[src/wdrlt_consts.svh]
`ifndef WDRLT_CONSTS_SVH
`define WDRLT_CONSTS_SVH

// register addresses
`define WDRLT_ADDR_CTRL 12'hFF0
`define WDRLT_ADDR_UPPER 12'hFF1
`define WDRLT_ADDR_MIDDLE 12'hFF2
`define WDRLT_ADDR_LOWER 12'hFF3
`define WDRLT_ADDR_STATUS 12'hFF4
`define WDRLT_ADDR_MASK 12'hFF5

// unlock codes
`define WDRLT_UNLOCK_FIRST 8'h55
`define WDRLT_UNLOCK_SECOND 8'hAA

// reset values
`define WDRLT_RESET_RELOAD 24'h000400

// control bit positions
`define WDRLT_CTL_ENABLE 0
`define WDRLT_CTL_RESET_MODE 1
`define WDRLT_CTL_REFRESH 2

// status bit positions
`define WDRLT_ST_TIMEOUT 0
`define WDRLT_ST_STOP 1

// tick divider and reset pulse length
`define WDRLT_TICK_DIV 16'h0032
`define WDRLT_RESET_PULSE 4'h8

`endif

[src/wdrlt_pkg.sv]
package wdrlt_pkg;
  typedef enum logic [2:0] {
    WDRLT_LK_IDLE = 3'b000,
    WDRLT_LK_FIRST = 3'b001,
    WDRLT_LK_UPPER = 3'b010,
    WDRLT_LK_MIDDLE = 3'b011,
    WDRLT_LK_LOWER = 3'b100
  } wdrlt_lock_e;
endpackage

[src/wdrlt_top.sv]
// Added by the designer: the strobed register port.
`timescale 1ns/1ns
`default_nettype none
`include "wdrlt_consts.svh"

module wdrlt_top #(
  parameter logic [15:0] TICK_DIV = `WDRLT_TICK_DIV
) (
  // clock and reset
  input wire logic clock,
  input wire logic rst,
  // register port
  input wire logic [11:0] addr,
  input wire logic [7:0] wdata,
  input wire logic wr,
  input wire logic rd,
  output logic [7:0] rdata,
  // power state
  input wire logic stop_mode,
  // reset requests
  output logic sys_reset_req,
  output logic stop_recovery_req,
  // interrupt
  output logic irq
);
  typedef struct packed {
    wdrlt_pkg::wdrlt_lock_e lock;
    logic [23:0] reload;
    logic [23:0] count;
    logic [2:0] ctl;
    logic [1:0] status;
    logic [1:0] mask;
    logic [7:0] rdata;
    logic [3:0] rst_cnt;
    logic stop_req;
    logic [2:0] stop_sync;
  } wdrlt_s;

  wdrlt_s q;
  wdrlt_s next_q;
  logic tick;
  logic stopped;
  logic timeout;

  // ------------------------------
  // tick source
  // ------------------------------
  wdrlt_tick #(
    .DIV(TICK_DIV)
  ) wdrlt_tick_i (
    .clock(clock),
    .rst(rst),
    .tick(tick)
  );

  function automatic logic is_reload(input logic [11:0] a);
    is_reload = (a == `WDRLT_ADDR_UPPER) || (a == `WDRLT_ADDR_MIDDLE) ||
      (a == `WDRLT_ADDR_LOWER);
  endfunction

  // stopped once synchroniser stages two and three agree
  assign stopped = (q.stop_sync[1] == q.stop_sync[2]) ? q.stop_sync[2] : q.stop_req;
  assign timeout = q.ctl[`WDRLT_CTL_ENABLE] && tick && (q.count == 24'h000001);

  // ------------------------------
  // next state
  // ------------------------------
  always_comb begin
    next_q = q;
    next_q.rdata = 8'h00;
    next_q.stop_sync = {q.stop_sync[1:0], stop_mode};
    next_q.stop_req = stopped;
    if (q.rst_cnt != 4'h0) begin
      next_q.rst_cnt = q.rst_cnt - 4'h1;
    end
    // counter
    if (q.ctl[`WDRLT_CTL_ENABLE] && tick) begin
      if (timeout) begin
        next_q.count = q.reload;
      end else begin
        next_q.count = q.count - 24'h000001;
      end
    end
    next_q.ctl[`WDRLT_CTL_REFRESH] = 1'b0;
    if (timeout) begin
      next_q.status[`WDRLT_ST_TIMEOUT] = 1'b1;
      if (stopped) begin
        next_q.status[`WDRLT_ST_STOP] = 1'b1;
      end
      if (q.ctl[`WDRLT_CTL_RESET_MODE] && !stopped) begin
        next_q.rst_cnt = `WDRLT_RESET_PULSE;
      end
    end
    // reads
    if (rd) begin
      case (addr)
        `WDRLT_ADDR_UPPER: next_q.rdata = q.count[23:16];
        `WDRLT_ADDR_MIDDLE: next_q.rdata = q.count[15:8];
        `WDRLT_ADDR_LOWER: next_q.rdata = q.count[7:0];
        `WDRLT_ADDR_STATUS: next_q.rdata = {6'h00, q.status};
        `WDRLT_ADDR_MASK: next_q.rdata = {6'h00, q.mask};
        default: next_q.rdata = 8'h00;
      endcase
    end
    // writes and lock machine
    if (wr) begin
      next_q.lock = wdrlt_pkg::WDRLT_LK_IDLE;
      case (addr)
        `WDRLT_ADDR_CTRL: begin
          if (wdata == `WDRLT_UNLOCK_FIRST) begin
            next_q.lock = wdrlt_pkg::WDRLT_LK_FIRST;
          end else if (wdata == `WDRLT_UNLOCK_SECOND &&
                       q.lock == wdrlt_pkg::WDRLT_LK_FIRST) begin
            next_q.lock = wdrlt_pkg::WDRLT_LK_UPPER;
          end else if (wdata != `WDRLT_UNLOCK_SECOND) begin
            next_q.ctl = wdata[2:0];
            if ((wdata[`WDRLT_CTL_ENABLE] && !q.ctl[`WDRLT_CTL_ENABLE]) ||
                wdata[`WDRLT_CTL_REFRESH]) begin
              next_q.count = q.reload;
            end
          end
        end
        `WDRLT_ADDR_UPPER: begin
          if (q.lock == wdrlt_pkg::WDRLT_LK_UPPER) begin
            next_q.reload[23:16] = wdata;
            next_q.lock = wdrlt_pkg::WDRLT_LK_MIDDLE;
          end
        end
        `WDRLT_ADDR_MIDDLE: begin
          if (q.lock == wdrlt_pkg::WDRLT_LK_MIDDLE) begin
            next_q.reload[15:8] = wdata;
            next_q.lock = wdrlt_pkg::WDRLT_LK_LOWER;
          end
        end
        `WDRLT_ADDR_LOWER: begin
          if (q.lock == wdrlt_pkg::WDRLT_LK_LOWER) begin
            next_q.reload[7:0] = wdata;
          end
        end
        `WDRLT_ADDR_STATUS: begin
          // write one to clear; a same-cycle event wins
          next_q.status = q.status & ~wdata[1:0];
          if (timeout) begin
            next_q.status[`WDRLT_ST_TIMEOUT] = 1'b1;
            if (stopped) begin
              next_q.status[`WDRLT_ST_STOP] = 1'b1;
            end
          end
        end
        `WDRLT_ADDR_MASK: next_q.mask = wdata[1:0];
        default: next_q.mask = q.mask;
      endcase
    end
  end

  always_ff @(posedge clock) begin
    if (rst) begin
      q.lock <= wdrlt_pkg::WDRLT_LK_IDLE;
      q.reload <= `WDRLT_RESET_RELOAD;
      q.count <= `WDRLT_RESET_RELOAD;
      q.ctl <= 3'h0;
      q.status <= 2'h0;
      q.mask <= 2'h0;
      q.rdata <= 8'h00;
      q.rst_cnt <= 4'h0;
      q.stop_req <= 1'b0;
      q.stop_sync <= 3'h0;
    end else begin
      q <= next_q;
    end
  end

  // ------------------------------
  // outputs
  // ------------------------------
  assign rdata = q.rdata;
  assign sys_reset_req = (q.rst_cnt != 4'h0);
  assign stop_recovery_req = timeout && q.ctl[`WDRLT_CTL_RESET_MODE] && stopped;
  assign irq = |(q.status & q.mask);

  // ------------------------------
  // checks
  // ------------------------------
  a_unlock_no_ctl: assert property (@(posedge clock) disable iff (rst)
    wr && addr == `WDRLT_ADDR_CTRL && (wdata == `WDRLT_UNLOCK_FIRST ||
    wdata == `WDRLT_UNLOCK_SECOND) |=>
    $stable(q.ctl[`WDRLT_CTL_RESET_MODE:`WDRLT_CTL_ENABLE]) && !q.ctl[`WDRLT_CTL_REFRESH])
    else $error("unlock write changed control");
  a_locked_reload: assert property (@(posedge clock) disable iff (rst)
    wr && is_reload(addr) && q.lock == wdrlt_pkg::WDRLT_LK_IDLE |=> $stable(q.reload))
    else $error("locked reload changed");
  a_timeout_flag: assert property (@(posedge clock) disable iff (rst)
    timeout |=> q.status[`WDRLT_ST_TIMEOUT])
    else $error("timeout flag not set");
  a_stop_flags: assert property (@(posedge clock) disable iff (rst)
    timeout && stopped |=> q.status == 2'h3)
    else $error("stop flags not set");
  a_sys_reset: assert property (@(posedge clock) disable iff (rst)
    timeout && q.ctl[`WDRLT_CTL_RESET_MODE] && !stopped |=> sys_reset_req [*8])
    else $error("system reset not raised");
  a_stop_no_reset: assert property (@(posedge clock) disable iff (rst)
    stop_recovery_req && !sys_reset_req |=> !sys_reset_req)
    else $error("reset during stop recovery");
  a_other_write: assert property (@(posedge clock) disable iff (rst)
    wr && addr == `WDRLT_ADDR_MASK |=> q.lock == wdrlt_pkg::WDRLT_LK_IDLE)
    else $error("lock not reset");
  a_refresh_load: assert property (@(posedge clock) disable iff (rst)
    wr && addr == `WDRLT_ADDR_CTRL && wdata[`WDRLT_CTL_REFRESH] &&
    wdata != `WDRLT_UNLOCK_FIRST && wdata != `WDRLT_UNLOCK_SECOND |=>
    q.count == $past(q.reload))
    else $error("refresh did not load");
  a_count_read: assert property (@(posedge clock) disable iff (rst)
    rd && addr == `WDRLT_ADDR_LOWER |=> rdata == $past(q.count[7:0]))
    else $error("count read wrong");
  a_upper_read: assert property (@(posedge clock) disable iff (rst)
    rd && addr == `WDRLT_ADDR_UPPER |=> rdata == $past(q.count[23:16]))
    else $error("upper count read wrong");
  a_middle_read: assert property (@(posedge clock) disable iff (rst)
    rd && addr == `WDRLT_ADDR_MIDDLE |=> rdata == $past(q.count[15:8]))
    else $error("middle count read wrong");
  a_ctl_read: assert property (@(posedge clock) disable iff (rst)
    rd && addr == `WDRLT_ADDR_CTRL |=> rdata == 8'h00)
    else $error("control read not zero");
  a_rdata_idle: assert property (@(posedge clock) disable iff (rst)
    !rd |=> rdata == 8'h00)
    else $error("read data without read");
  a_status_read: assert property (@(posedge clock) disable iff (rst)
    rd && addr == `WDRLT_ADDR_STATUS |=> rdata == {6'h00, $past(q.status)})
    else $error("status read wrong");
  a_mask_read: assert property (@(posedge clock) disable iff (rst)
    rd && addr == `WDRLT_ADDR_MASK |=> rdata == {6'h00, $past(q.mask)})
    else $error("mask read wrong");

  // ------------------------------
  // lock machine checks
  // ------------------------------
  a_first_code: assert property (@(posedge clock) disable iff (rst)
    wr && addr == `WDRLT_ADDR_CTRL && wdata == `WDRLT_UNLOCK_FIRST |=>
    q.lock == wdrlt_pkg::WDRLT_LK_FIRST)
    else $error("first unlock code not taken");
  a_second_code: assert property (@(posedge clock) disable iff (rst)
    wr && addr == `WDRLT_ADDR_CTRL && wdata == `WDRLT_UNLOCK_SECOND &&
    q.lock == wdrlt_pkg::WDRLT_LK_FIRST |=> q.lock == wdrlt_pkg::WDRLT_LK_UPPER)
    else $error("second unlock code not taken");
  a_lone_second: assert property (@(posedge clock) disable iff (rst)
    wr && addr == `WDRLT_ADDR_CTRL && wdata == `WDRLT_UNLOCK_SECOND &&
    q.lock != wdrlt_pkg::WDRLT_LK_FIRST |=> q.lock == wdrlt_pkg::WDRLT_LK_IDLE)
    else $error("lone second code unlocked");
  a_upper_write: assert property (@(posedge clock) disable iff (rst)
    wr && addr == `WDRLT_ADDR_UPPER && q.lock == wdrlt_pkg::WDRLT_LK_UPPER |=>
    q.reload[23:16] == $past(wdata) && q.lock == wdrlt_pkg::WDRLT_LK_MIDDLE)
    else $error("upper reload byte not taken");
  a_middle_write: assert property (@(posedge clock) disable iff (rst)
    wr && addr == `WDRLT_ADDR_MIDDLE && q.lock == wdrlt_pkg::WDRLT_LK_MIDDLE |=>
    q.reload[15:8] == $past(wdata) && q.lock == wdrlt_pkg::WDRLT_LK_LOWER)
    else $error("middle reload byte not taken");
  a_lower_write: assert property (@(posedge clock) disable iff (rst)
    wr && addr == `WDRLT_ADDR_LOWER && q.lock == wdrlt_pkg::WDRLT_LK_LOWER |=>
    q.reload[7:0] == $past(wdata) && q.lock == wdrlt_pkg::WDRLT_LK_IDLE)
    else $error("low reload byte not taken");
  a_early_reload: assert property (@(posedge clock) disable iff (rst)
    wr && is_reload(addr) && q.lock == wdrlt_pkg::WDRLT_LK_FIRST |=> $stable(q.reload))
    else $error("half-unlocked reload changed");
  a_lock_hold: assert property (@(posedge clock) disable iff (rst)
    !wr |=> $stable(q.lock))
    else $error("lock moved without write");
  a_reload_hold: assert property (@(posedge clock) disable iff (rst)
    !wr |=> $stable(q.reload))
    else $error("reload moved without write");

  // ------------------------------
  // counter checks
  // ------------------------------
  a_count_step: assert property (@(posedge clock) disable iff (rst)
    q.ctl[`WDRLT_CTL_ENABLE] && tick && !timeout && !(wr && addr == `WDRLT_ADDR_CTRL) |=>
    q.count == $past(q.count) - 24'h000001)
    else $error("count did not step");
  a_count_hold: assert property (@(posedge clock) disable iff (rst)
    !q.ctl[`WDRLT_CTL_ENABLE] && !(wr && addr == `WDRLT_ADDR_CTRL) |=> $stable(q.count))
    else $error("disabled count moved");
  a_timeout_load: assert property (@(posedge clock) disable iff (rst)
    timeout && !(wr && addr == `WDRLT_ADDR_CTRL) |=> q.count == $past(q.reload))
    else $error("time-out did not reload");
  a_enable_load: assert property (@(posedge clock) disable iff (rst)
    wr && addr == `WDRLT_ADDR_CTRL && wdata[`WDRLT_CTL_ENABLE] && !q.ctl[`WDRLT_CTL_ENABLE] &&
    wdata != `WDRLT_UNLOCK_FIRST |=> q.count == $past(q.reload))
    else $error("first enable did not load");
  a_refresh_clear: assert property (@(posedge clock) disable iff (rst)
    q.ctl[`WDRLT_CTL_REFRESH] && !(wr && addr == `WDRLT_ADDR_CTRL) |=>
    !q.ctl[`WDRLT_CTL_REFRESH])
    else $error("refresh bit stuck");
  a_ctl_write: assert property (@(posedge clock) disable iff (rst)
    wr && addr == `WDRLT_ADDR_CTRL && wdata != `WDRLT_UNLOCK_FIRST &&
    wdata != `WDRLT_UNLOCK_SECOND |=> q.ctl == $past(wdata[2:0]))
    else $error("control write not taken");

  // ------------------------------
  // flag and reset checks
  // ------------------------------
  a_status_clear: assert property (@(posedge clock) disable iff (rst)
    wr && addr == `WDRLT_ADDR_STATUS && !timeout |=>
    q.status == ($past(q.status) & ~$past(wdata[1:0])))
    else $error("status write one to clear failed");
  a_flag_sticky: assert property (@(posedge clock) disable iff (rst)
    q.status[`WDRLT_ST_TIMEOUT] && !(wr && addr == `WDRLT_ADDR_STATUS) |=>
    q.status[`WDRLT_ST_TIMEOUT])
    else $error("timeout flag lost");
  a_stop_sticky: assert property (@(posedge clock) disable iff (rst)
    q.status[`WDRLT_ST_STOP] && !(wr && addr == `WDRLT_ADDR_STATUS) |=>
    q.status[`WDRLT_ST_STOP])
    else $error("stop flag lost");
  a_mask_write: assert property (@(posedge clock) disable iff (rst)
    wr && addr == `WDRLT_ADDR_MASK |=> q.mask == $past(wdata[1:0]))
    else $error("mask write not taken");
  a_reset_end: assert property (@(posedge clock) disable iff (rst)
    sys_reset_req && q.rst_cnt == 4'h1 && !timeout |=> !sys_reset_req)
    else $error("system reset too long");
  a_no_reset_mode: assert property (@(posedge clock) disable iff (rst)
    timeout && !q.ctl[`WDRLT_CTL_RESET_MODE] && !sys_reset_req |=> !sys_reset_req)
    else $error("reset without reset mode");

  // ------------------------------
  // coverage
  // ------------------------------
  c_unlock: cover property (@(posedge clock) q.lock == wdrlt_pkg::WDRLT_LK_LOWER);
  c_timeout: cover property (@(posedge clock) timeout);
  c_stop_rec: cover property (@(posedge clock) stop_recovery_req);
  c_sys_reset: cover property (@(posedge clock) $rose(sys_reset_req));
  c_flag_clear: cover property (@(posedge clock)
    wr && addr == `WDRLT_ADDR_STATUS && q.status != 2'h0);
endmodule
`default_nettype wire

[src/wdrlt_tick.sv]
`timescale 1ns/1ns
`default_nettype none
`include "wdrlt_consts.svh"

// -----------------------------
// watchdog tick divider
// -----------------------------
module wdrlt_tick #(
  parameter logic [15:0] DIV = `WDRLT_TICK_DIV
) (
  // clock and reset
  input wire logic clock,
  input wire logic rst,
  // tick out
  output logic tick
);
  typedef struct packed {
    logic [15:0] cnt;
    logic tick;
  } wdrlt_tick_s;

  wdrlt_tick_s q;
  wdrlt_tick_s next_q;

  always_comb begin
    next_q = q;
    next_q.tick = 1'b0;
    if (q.cnt >= DIV - 16'h0001) begin
      next_q.cnt = 16'h0000;
      next_q.tick = 1'b1;
    end else begin
      next_q.cnt = q.cnt + 16'h0001;
    end
  end

  always_ff @(posedge clock) begin
    if (rst) begin
      q <= '0;
    end else begin
      q <= next_q;
    end
  end

  assign tick = q.tick;
endmodule
`default_nettype wire

[config.mk]
export PLATFORM = sky130hd
export DESIGN_NAME = wdrlt_top
export DESIGN_NICKNAME = d
export VERILOG_FILES = /design/src/wdrlt_pkg.sv /design/src/wdrlt_top.sv /design/src/wdrlt_tick.sv
export VERILOG_INCLUDE_DIRS = /design/src /design/src/src
export SDC_FILE = /design/constraint.sdc
export NUM_CORES = 1
export LEC_CHECK = 0
export ABC_AREA = 1
export BUFFER_PORTS_ARGS = -buffer_cell sky130_fd_sc_hd__buf_4
export CORE_MARGIN = 1
export CORE_UTILIZATION = 66
export CTS_CLUSTER_DIAMETER = 150
export DETAILED_ROUTE_END_ITERATION = 10
export GPL_TIMING_DRIVEN = 0
export PLACE_DENSITY = 0.92
export RECOVER_POWER = 50
export SYNTH_ARGS = -nofsm -noshare
export SYNTH_HDL_FRONTEND = slang
export SYNTH_HIERARCHICAL = 1
export SYNTH_SLANG_ARGS = --single-unit
[constraint.sdc]
create_clock -name clock -period 3.7 [get_ports clock]
set_input_delay 0.74 -clock clock [delete_from_list [all_inputs] [get_ports clock]]
set_output_delay 0.74 -clock clock [all_outputs]
set_load 0.02 [all_outputs]
==> impl_metrics.py, run 1 <==
metrics = {
    "run_status": {
        "outcome": "complete, no violations",
    },
    "power": {
        "ir_drop_mv": 0.534,
        "p_sw_share_pct": 28.0,
        "p_clk_share_pct": 36.1,
        "power_switching_uw": 546,
        "comb_power_share_pct": 11.7,
        "p_per_area_nw_per_um2": 337,
        "leakage_uw": 0.00264,
        "power_uw": 1950,
        "power.internal_uw": 1400,
        "power_frac_seq_pct": 52.3,
    },
    "routing": {
        "wl_per_cell_um": 16.2,
        "drt-total-wl_um": 15600,
        "vias": 5554,
        "postRouteAntennaNets": 0,
        "drt_iter0_markers": 745,
        "drc_errors": 0,
        "viasPerCell": 5.76,
        "drtPass1Iterations": 6,
    },
    "run": {
        "cap_violations": 0,
    },
    "setup_path": {
        "rr_worst_depth": 12,
        "r2r_setup_slack_ns": 1.84,
        "cp_cell_sequence": "inv_1, nand2_1, nor2_4, nand2_1, nor2_1, nand2_1, buf_6, nor3_1, buf_4",
        "cpPeakStageDelay_ns": 0.43,
        "r2r-end": "q[6]",
        "setup.worst_path.start_class": "flip-flop",
        "crit_type": "reg2out",
        "cp.arrival_ns": 2.13,
        "critPathCaptureType": "output pin",
        "critPathBufInv": 3,
        "reg2reg_from": "q[24]",
        "cp_top_family": "simple AND/OR/NAND/NOR gates",
        "path_max_fanout": 10,
        "cp_slowest_cell": "dfxtp_1",
        "crit_start": "q[28]",
        "cpMostUsedCell": "nand2_1",
        "crit_required_ns": 2.96,
    },
    "clock_network": {
        "ctsResizeCount": 0,
        "clock_path_buffers": 2,
        "cts.sinks": 90,
        "htreeDepth": 3,
        "insertion_delay_ns": 0.37,
        "root_buffer": "clkbuf_8",
        "cts_tree": "done",
        "cts_setup_buffers": 0,
        "numCtsBuffers": 9,
        "hold_buffers": 0,
        "path_clk_slew_ns": 0.09,
    },
    "timing": {
        "skew_ns": 0.0162,
        "post-route-period-util_pct": 77.5,
        "tightest_slew_ns": 0.627,
        "hold_violations": 0,
        "post-route-min-period_ns": 2.87,
        "rsz0062_at_grt": "no",
        "fin_setup_tns_ns": 0,
        "holdWs_ns": 0.412,
        "slew_headroom_pct": 58.1,
        "max_freq_mhz": 349,
        "drv_slew": 0,
        "setup_viol": 0,
    },
    "logic_synthesis": {
        "synth_flop_cell": "dfxtp_1",
        "yosysWarnings": 6,
        "async_flop_share_pct": 0,
        "yosys_register_bits": 90,
        "yosysUniqueCellTypes": 43,
        "synth-seq-area-share_pct": 34.1,
        "synth_edf_count": 0,
        "synthCells": 804,
        "synth_area_um2": 5280,
        "syn_area_per_cell_um2": 6.56,
    },
    "place": {
        "port_buffers": 33,
        "routabilityCongestion": 1.03,
        "dp_hpwl_um": 11900,
        "post_dp_cell_area_um2": 5690,
    },
    "final_layout": {
        "n_antenna_cell": 0,
        "drive_above_1_share_pct": 12.2,
        "area_growth_syn_to_layout_pct": 9.68,
        "multi_input_area_um2": 2760,
        "final_cell_mix": "nand2_1 (180), inv_1 (121), nor2_1 (109)",
        "nFillCells": 629,
        "design_area_um2": 5790,
        "nets": 888,
        "seqCellArea_um2": 1800,
        "final_common_cell": "nand2_1",
    },
    "floorplan": {
        "dieHeight_um": 91.4,
        "io_pins": 36,
        "rows": 32,
        "coreArea_um2": 7730,
        "die_w_um": 91.4,
        "die_area_um2": 8360,
        "start_util_pct": 68.3,
    },
    "hold_path": {
        "hp-start": "next_q[1]",
        "hp-class": "reg2reg",
        "holdPathEnd": "next_q[2]",
        "holdPathStages": 2,
    },
    "grt": {
        "grt_start_max_net_pins": 17,
        "antenna_found_initial": 0,
        "grt_pass1_vias": 5262,
        "grt_pass1_wl_um": 25200,
        "grt-ovfl-total": 0,
        "grtUsageTotal_pct": 39.0,
    },
}
worst max-delay path by stage:
stage,to,slack [ns],cells after the start
after floorplan,stop_recovery_req,1.43,9
after global placement,stop_recovery_req,1.32,9
after detailed placement,stop_recovery_req,1.30,9
after CTS,stop_recovery_req,0.88,9
final,stop_recovery_req,0.83,9
after global routing,stop_recovery_req,0.73,10
worst register-to-register path: stages, from the launching register on:
cell       delay, ns
dfxtp_1         0.30
inv_1           0.16
ha_1            0.24
inv_1           0.05
nor2_1          0.11
nand3_2         0.08
inv_1           0.06
nand2_1         0.07
nor2_4          0.23
buf_6           0.21
nand3_4         0.10
o2111ai_1       0.11
inv_1           0.06
sequential cells by signal (all words and copies together), names as in the netlist:
register,count
next_q,2
q,63
rdata,8
wdrlt_tick_i/q,16
wdrlt_tick_i/tick,1
per-layer routing:
layer | GRT usage, % | wire length (um) | vias up
li1 | - | - | 2632
met1 | 47.1 | 6000 | 2504
met2 | 66.5 | 7410 | 342
met3 | 6.20 | 1470 | 76
met4 | 20.1 | 769 | 0
met5 | 0 | 0 | -
kinds of logic (layout without fill, tap and decap cells):
group / Yosys count / after routing / synth area share, %
AND/OR/NAND/NOR: 416 / 416 / 37.0
buffers and inverters: 157 / 206 / 13.1
AO/OA/AOI/OAI: 128 / 128 / 13.2
flip-flops: 90 / 90 / 34.1
adder cells (fa/ha/maj): 6 / 6 / 1.42
XOR/XNOR: 6 / 6 / 0.996
other: 1 / 10 / 0.0711
layout make-up:
cell class                      instances  area share (%)
Clock buffer                           10            2.21
Buffer                                 31            3.59
Clock inverter                          6            1.28
Multi-Input combinational cell        566            47.7
Tap cell                              102            2.21
Timing Repair Buffer                   33            3.70
Inverter                              126            8.19
Sequential cell                        90            31.1
power by group through the flow:
stage | Clock (uW) | Combinational, uW | Sequential [uW]
floorplan | 0 | 144 | 1030
global placement | 0 | 201 | 1040
detailed placement | 0 | 218 | 1040
CTS | 695 | 225 | 1020
global route | 739 | 247 | 1020
finish | 702 | 227 | 1020
stage by stage:
step	cells	setup slack [ns]	utilization [%]
floorplan	813	1.43	-
global placement	948	1.32	73.6
detailed placement	948	1.30	73.6
CTS	964	0.879	76.2
global route	964	0.734	74.9
finish	964	0.833	74.9
cell usage after synthesis, types with 8 or more instances:
cell / number / area share (%)
nor3_1: 9 / 0.85
buf_6: 8 / 1.7
dfxtp_1: 90 / 34
nor2_4: 9 / 1.9
o21ai_0: 45 / 4.3
nor2_1: 105 / 7.5
nand3_1: 56 / 5.3
nand2_2: 12 / 1.4
a21oi_1: 57 / 5.4
inv_1: 120 / 8.5
buf_4: 9 / 1.3
nor2_2: 12 / 1.4
nand2_1: 179 / 13
nand4_1: 16 / 1.9
(Power assumes the default switching activity.)
==> run 2: changes to the inputs <==
- ABC_AREA: 1 -> 0
- CORE_UTILIZATION: 66 -> 54
- PLACE_DENSITY: 0.92 -> 0.82
- clock period: 3.7 -> 2.4 ns (I/O delays scaled with it)
==> run 2 against run 1 <==
  * The run now ends with negative setup slack left
  * Cell area shrank 11%
  * Die area up 1.7%
  * Clock skew decreased by 0.0059 ns
  * Non-clock buffer count rose by 10
  * Critical path type unchanged
  * Highest routed layer unchanged
  * Flip-flop and latch count is the same
  * Register-to-register slack lost 1.8 ns
  * Critical endpoint unchanged
==> impl_metrics.py, run 2 <==
metrics = {
    "routing": {
        "drt-total-wl_um": 12600,
        "postRouteAntennaNets": 0,
        "vias": 4136,
        "drc_errors": 0,
        "viasPerCell": 6.09,
        "wl_per_cell_um": 18.5,
        "drtPass1Iterations": 5,
        "drt_iter0_markers": 471,
    },
    "logic_synthesis": {
        "synth_area_um2": 4390,
        "netlist.area_leader.share_pct": 41.0,
        "synthTopCellsByCount": "dfxtp_1 (90), nor2_1 (75), nand2_1 (34)",
        "synthMuxAreaShare_pct": 8.51,
        "synth_fa_ha_area_share_pct": 1.94,
        "synthSimpleGateAreaFrac_pct": 28.5,
        "synthCells": 511,
        "syn_area_per_cell_um2": 8.60,
        "synth_flop_cell": "dfxtp_1",
        "yosys_register_bits": 90,
        "yosysUniqueCellTypes": 62,
        "synth_area_leaders": "dfxtp_1 (41%), nor2_1 (6.4%), mux2i_1 (5.7%)",
        "synth.largest_area_cell": "dfxtp_1",
        "yosysWarnings": 6,
        "synth-seq-area-share_pct": 41.0,
        "synth-xor-area-share_pct": 2.19,
        "synth_top_family_by_area": "simple AND/OR/NAND/NOR gates",
        "post-synth-top-count-cell": "dfxtp_1",
        "synth_edf_count": 0,
        "async_flop_share_pct": 0,
        "synth-compound-area-share_pct": 12.7,
    },
    "grt": {
        "antenna_found_initial": 0,
        "grt_pass1_wl_um": 20200,
        "grt_pass1_vias": 4075,
        "grt-ovfl-total": 0,
        "grtUsageTotal_pct": 30.7,
        "grt_start_max_net_pins": 18,
    },
    "place": {
        "port_buffers": 34,
        "post_dp_cell_area_um2": 4810,
        "place_ws_ns": -0.523,
        "routabilityCongestion": 0.946,
        "dp_hpwl_um": 8910,
    },
    "clock_network": {
        "clock_path_buffers": 2,
        "htreeDepth": 3,
        "insertion_delay_ns": 0.37,
        "hold_buffers": 0,
        "cts_tree": "done",
        "root_buffer": "clkbuf_8",
        "path_clk_slew_ns": 0.10,
        "cts.sinks": 90,
        "numCtsBuffers": 9,
    },
    "timing": {
        "drv_slew": 0,
        "setup_viol": 1,
        "slew_headroom_pct": 51.6,
        "skew_ns": 0.0102,
        "tightest_slew_ns": 0.721,
        "post-route-period-util_pct": 102,
        "rsz0062_at_grt": "yes",
        "post-route-min-period_ns": 2.46,
        "max_freq_mhz": 407,
        "setup_ws_ns": -0.0580,
        "holdWs_ns": 0.317,
        "hold_violations": 0,
    },
    "setup_path": {
        "crit_type": "reg2out",
        "cp_top_family": "simple AND/OR/NAND/NOR gates",
        "cp_slowest_cell": "or4_4",
        "cpMostUsedCell": "and3_4",
        "crit_required_ns": 1.92,
        "cp_cell_sequence": "or4_4, nor2_4, and3_4, and3_4, buf_6",
        "cpPeakStageDelay_ns": 0.58,
        "path_max_fanout": 8,
        "critPathCaptureType": "output pin",
        "critPathBufInv": 1,
        "cp.arrival_ns": 1.98,
        "setup.worst_path.start_class": "flip-flop",
    },
    "final_layout": {
        "drive_above_1_share_pct": 19.4,
        "nets": 603,
        "top_regs": "q: 63 flops, wdrlt_tick_i/q: 16 flops, rdata: 8 flops",
        "largest_reg_flops": 63,
        "area_growth_syn_to_layout_pct": 17.2,
        "final_common_cell": "dfxtp_1",
        "final_cell_mix": "dfxtp_1 (84), nor2_1 (74), buf_4 (39)",
        "design_area_um2": 5150,
        "n_antenna_cell": 0,
        "top_register": "q",
    },
    "floorplan": {
        "dieHeight_um": 92.2,
        "coreArea_um2": 7810,
        "die_w_um": 92.2,
        "io_pins": 36,
        "start_util_pct": 56.3,
        "rows": 32,
        "die_area_um2": 8500,
    },
    "hold_path": {
        "hp-class": "in2reg",
    },
    "power": {
        "leakage_uw": 0.00205,
        "p_per_area_nw_per_um2": 598,
        "ir_drop_mv": 0.493,
    },
    "run": {
        "cap_violations": 0,
    },
    "run_status": {
        "violations": "negative setup slack",
        "outcome": "finished, violations left",
    },
}
-- run 2: changes by cell type in the layout (fill, tap and decap cells not counted), moves of 13 or more --
cell / delta
mux2i_1: +25
a211oi_1: +13
inv_1: -108
nor2_1: -35
a21oi_1: -33
o21ai_0: -26
nand2_1: -146
nand3_1: -38
-- run 2: path summary, 6_finish.rpt --
path,startpoint,to,slack (ns),cells past startpoint
min,stop_mode,next_q[1],0.32,2
max,q[30],stop_recovery_req,-0.06,5
max reg2reg,q[24],q[39],0.02,10
min reg2reg,next_q[1],next_q[2],0.46,1
-- run 2: per-stage QoR --
stage / power, uW / TNS [ns] / cells / utilization (%)
2_1_floorplan: 1780 / 0 / 520 / -
3_3_place_gp: 1880 / -7.34 / 656 / 61.6
3_5_place_dp: 1890 / -9.24 / 656 / 61.6
4_1_cts: 3080 / -0.200 / 675 / 65.7
5_1_grt: 3180 / -0.301 / 679 / 66.0
6_report: 3080 / -0.0580 / 679 / 66.0
-- run 2: power by group --
part / switching [uW] / total [uW] / internal (uW)
registers: 25.9 / 1560 / 1530
clock network: 612 / 1220 / 610
logic: 172 / 304 / 132
total: 810 / 3080 / 2270
-- run 2: kinds of logic (layout without fill, tap and decap cells) --
logic type                 after synthesis  count (layout)
and+or+nand+nor                        233             233
DFF                                     90              90
AOI/OAI and AO/OA                       87              87
buffers and inverters                   46             103
muxes                                   36              36
xor gates and xnor gates                11              11
adders and majority gates                7               7
other                                    1              10
-- run 2: area by class of cell --
class	count	area [um2]
Multi-Input combinational cell	384	2480
Inverter	13	48.8
Timing Repair Buffer	43	289
Buffer	31	168
Tap cell	102	128
Clock buffer	9	124
Sequential cell	90	1810
Fill cell	663	2660
Clock inverter	7	106
-- run 2: repair_timing --
action / in CTS / in global routing
setup buffers: 3 / 6
pin swaps: 2 / 1
resized for setup: 18 / 11
setup endpoints to repair: 31 / 13
-- run 2: metal layers --
layer	track usage, %	share of wire [%]	up-vias
met2	50.4	47	221
met5	0	0	-
met3	4.81	7.8	44
met1	38.9	42	1949
li1	-	-	1922
met4	15.5	3.5	0
==> run 3: changes to the inputs <==
- SETUP_SLACK_MARGIN: unset -> 0.1
==> run 3 against run 2 <==
  * The flow still finishes with violations (negative setup slack)
  * Count of clock-buffer cells in the layout unchanged
  * Maximum frequency down 3.9%
  * Critical path depth up 1
  * Total power is essentially flat
  * Sequential power about the same
  * Clock power barely moved
  * Highest routed layer unchanged
==> impl_metrics.py, run 3 (same netlist as run 2, synthesis figures left out) <==
metrics = {
    "clock_network": {
        "cts.sinks": 90,
        "numCtsBuffers": 9,
        "path_clk_slew_ns": 0.10,
        "htreeDepth": 3,
        "cts_tree": "done",
        "insertion_delay_ns": 0.37,
        "hold_buffers": 0,
        "root_buffer": "clkbuf_8",
        "clock_path_buffers": 2,
    },
    "setup_path": {
        "reg2reg_from": "q[41]",
        "cp_slowest_cell": "dfxtp_1",
        "r2r_setup_slack_ns": -0.07,
        "cp_cell_sequence": "nor3_1, and4b_1, and3_4, clkbuf_16, and3_4, buf_6",
        "critPathCaptureType": "output pin",
        "r2r-end": "q[29]",
        "crit_required_ns": 1.92,
        "cpMostUsedCell": "and3_4",
        "path_max_fanout": 7,
        "setup.worst_path.start_class": "flip-flop",
        "cp.arrival_ns": 2.08,
        "crit_type": "reg2out",
        "cpPeakStageDelay_ns": 0.43,
        "rr_worst_depth": 8,
    },
    "routing": {
        "postRouteAntennaNets": 0,
        "wl_per_cell_um": 18.7,
        "drtPass1Iterations": 6,
        "drt-total-wl_um": 12800,
        "drt_iter0_markers": 506,
        "vias": 4187,
        "drc_errors": 0,
        "viasPerCell": 6.14,
    },
    "floorplan": {
        "die_w_um": 92.2,
        "rows": 32,
        "io_pins": 36,
        "start_util_pct": 56.3,
        "die_area_um2": 8500,
        "coreArea_um2": 7810,
        "dieHeight_um": 92.2,
    },
    "power": {
        "power_uw": 3090,
        "p_per_area_nw_per_um2": 589,
        "ir_drop_mv": 0.495,
        "leakage_uw": 0.00207,
    },
    "final_layout": {
        "nFillCells": 650,
        "final_common_cell": "dfxtp_1",
        "drive_above_1_share_pct": 21.0,
        "largest_reg_flops": 63,
        "layoutNonFillerInstCount": 682,
        "top_regs": "q: 63 flops, wdrlt_tick_i/q: 16 flops, rdata: 8 flops",
        "top_register": "q",
        "design_area_um2": 5240,
        "final_cell_mix": "dfxtp_1 (84), nor2_1 (74), buf_4 (39)",
        "n_antenna_cell": 0,
        "area_growth_syn_to_layout_pct": 19.1,
        "nets": 606,
    },
    "grt": {
        "grt_pass1_vias": 4047,
        "antenna_found_initial": 0,
        "grtUsageTotal_pct": 30.8,
        "grt_pass1_wl_um": 20300,
        "grt_start_max_net_pins": 18,
        "grt-ovfl-total": 0,
    },
    "timing": {
        "setup_ws_ns": -0.157,
        "max_freq_mhz": 391,
        "rsz0062_at_grt": "yes",
        "skew_ns": 0.0124,
        "slew_headroom_pct": 24.0,
        "setup_viol": 11,
        "post-route-period-util_pct": 107,
        "hold_violations": 0,
        "drv_slew": 0,
        "tightest_slew_ns": 1.13,
        "holdWs_ns": 0.318,
        "post-route-min-period_ns": 2.56,
        "fin_setup_tns_ns": -0.566,
    },
    "hold_path": {
        "hp-start": "stop_mode",
        "holdPathEnd": "next_q[1]",
        "holdPathStages": 2,
        "hp-class": "in2reg",
    },
    "place": {
        "dp.cells": 656,
        "routabilityCongestion": 0.946,
        "port_buffers": 34,
        "post_dp_cell_area_um2": 4810,
        "dp_hpwl_um": 8910,
    },
    "run_status": {
        "violations": "negative setup slack",
        "outcome": "finished, violations left",
    },
    "run": {
        "cap_violations": 0,
    },
}
[run 3: worst max-delay path by stage]
stage,start,to,slack (ns),depth (start not counted)
3_3_place_gp,q[33],stop_recovery_req,-0.51,6
5_1_grt,q[41],stop_recovery_req,-0.18,6
3_5_place_dp,q[33],stop_recovery_req,-0.52,6
6_report,q[41],stop_recovery_req,-0.16,6
2_1_floorplan,q[33],stop_recovery_req,0.10,5
4_1_cts,q[31],stop_recovery_req,-0.1,6
[run 3: report_power, final]
group | leakage (uW) | internal [uW] | switching [uW]
sequential | 0.000734 | 1530 | 26.4
combinational | 0.00122 | 131 | 173
clock | 0.000117 | 609 | 614
total | 0.00207 | 2270 | 813
[run 3: repair_timing]
| item | in CTS | in global routing |
|---|---|---|
| pin swaps | 3 | 10 |
| setup buffers | 4 | 5 |
| setup endpoints to repair | 31 | 35 |
| endpoints found under the hold margin | 0 | 0 |
| gates cloned | 0 | 1 |
| gates resized for setup | 22 | 19 |
[run 3: worst max-delay path: cells and delay by family (launching register included)]
family	cells	cell delay [ns]
flops	1	0.43
simple gates	4	1.02
buf+inv	2	0.25
[run 3: layout make-up]
cell class | instances | area, um2 | area share [%]
Buffer | 33 | 200 | 3.82
Clock buffer | 9 | 124 | 2.37
Clock inverter | 7 | 106 | 2.03
Inverter | 13 | 48.8 | 0.932
Multi-Input combinational cell | 384 | 2520 | 48.2
Sequential cell | 90 | 1810 | 34.6
Tap cell | 102 | 128 | 2.44
Timing Repair Buffer | 44 | 293 | 5.59
[run 3: routing by layer]
layer | global-route usage (%) | up-vias | wire, um
met5 | 0 | - | 0
met4 | 15.0 | 0 | 438
met3 | 5.14 | 44 | 1110
met2 | 50.6 | 253 | 5990
met1 | 39.3 | 1961 | 5230
li1 | - | 1929 | -
[run 3: stage by stage]
step,utilization [%],setup slack [ns]
after floorplan,-,0.103
after global placement,61.6,-0.510
after detailed placement,61.6,-0.523
after CTS,66.1,-0.0986
after global routing,67.1,-0.184
final,67.1,-0.157
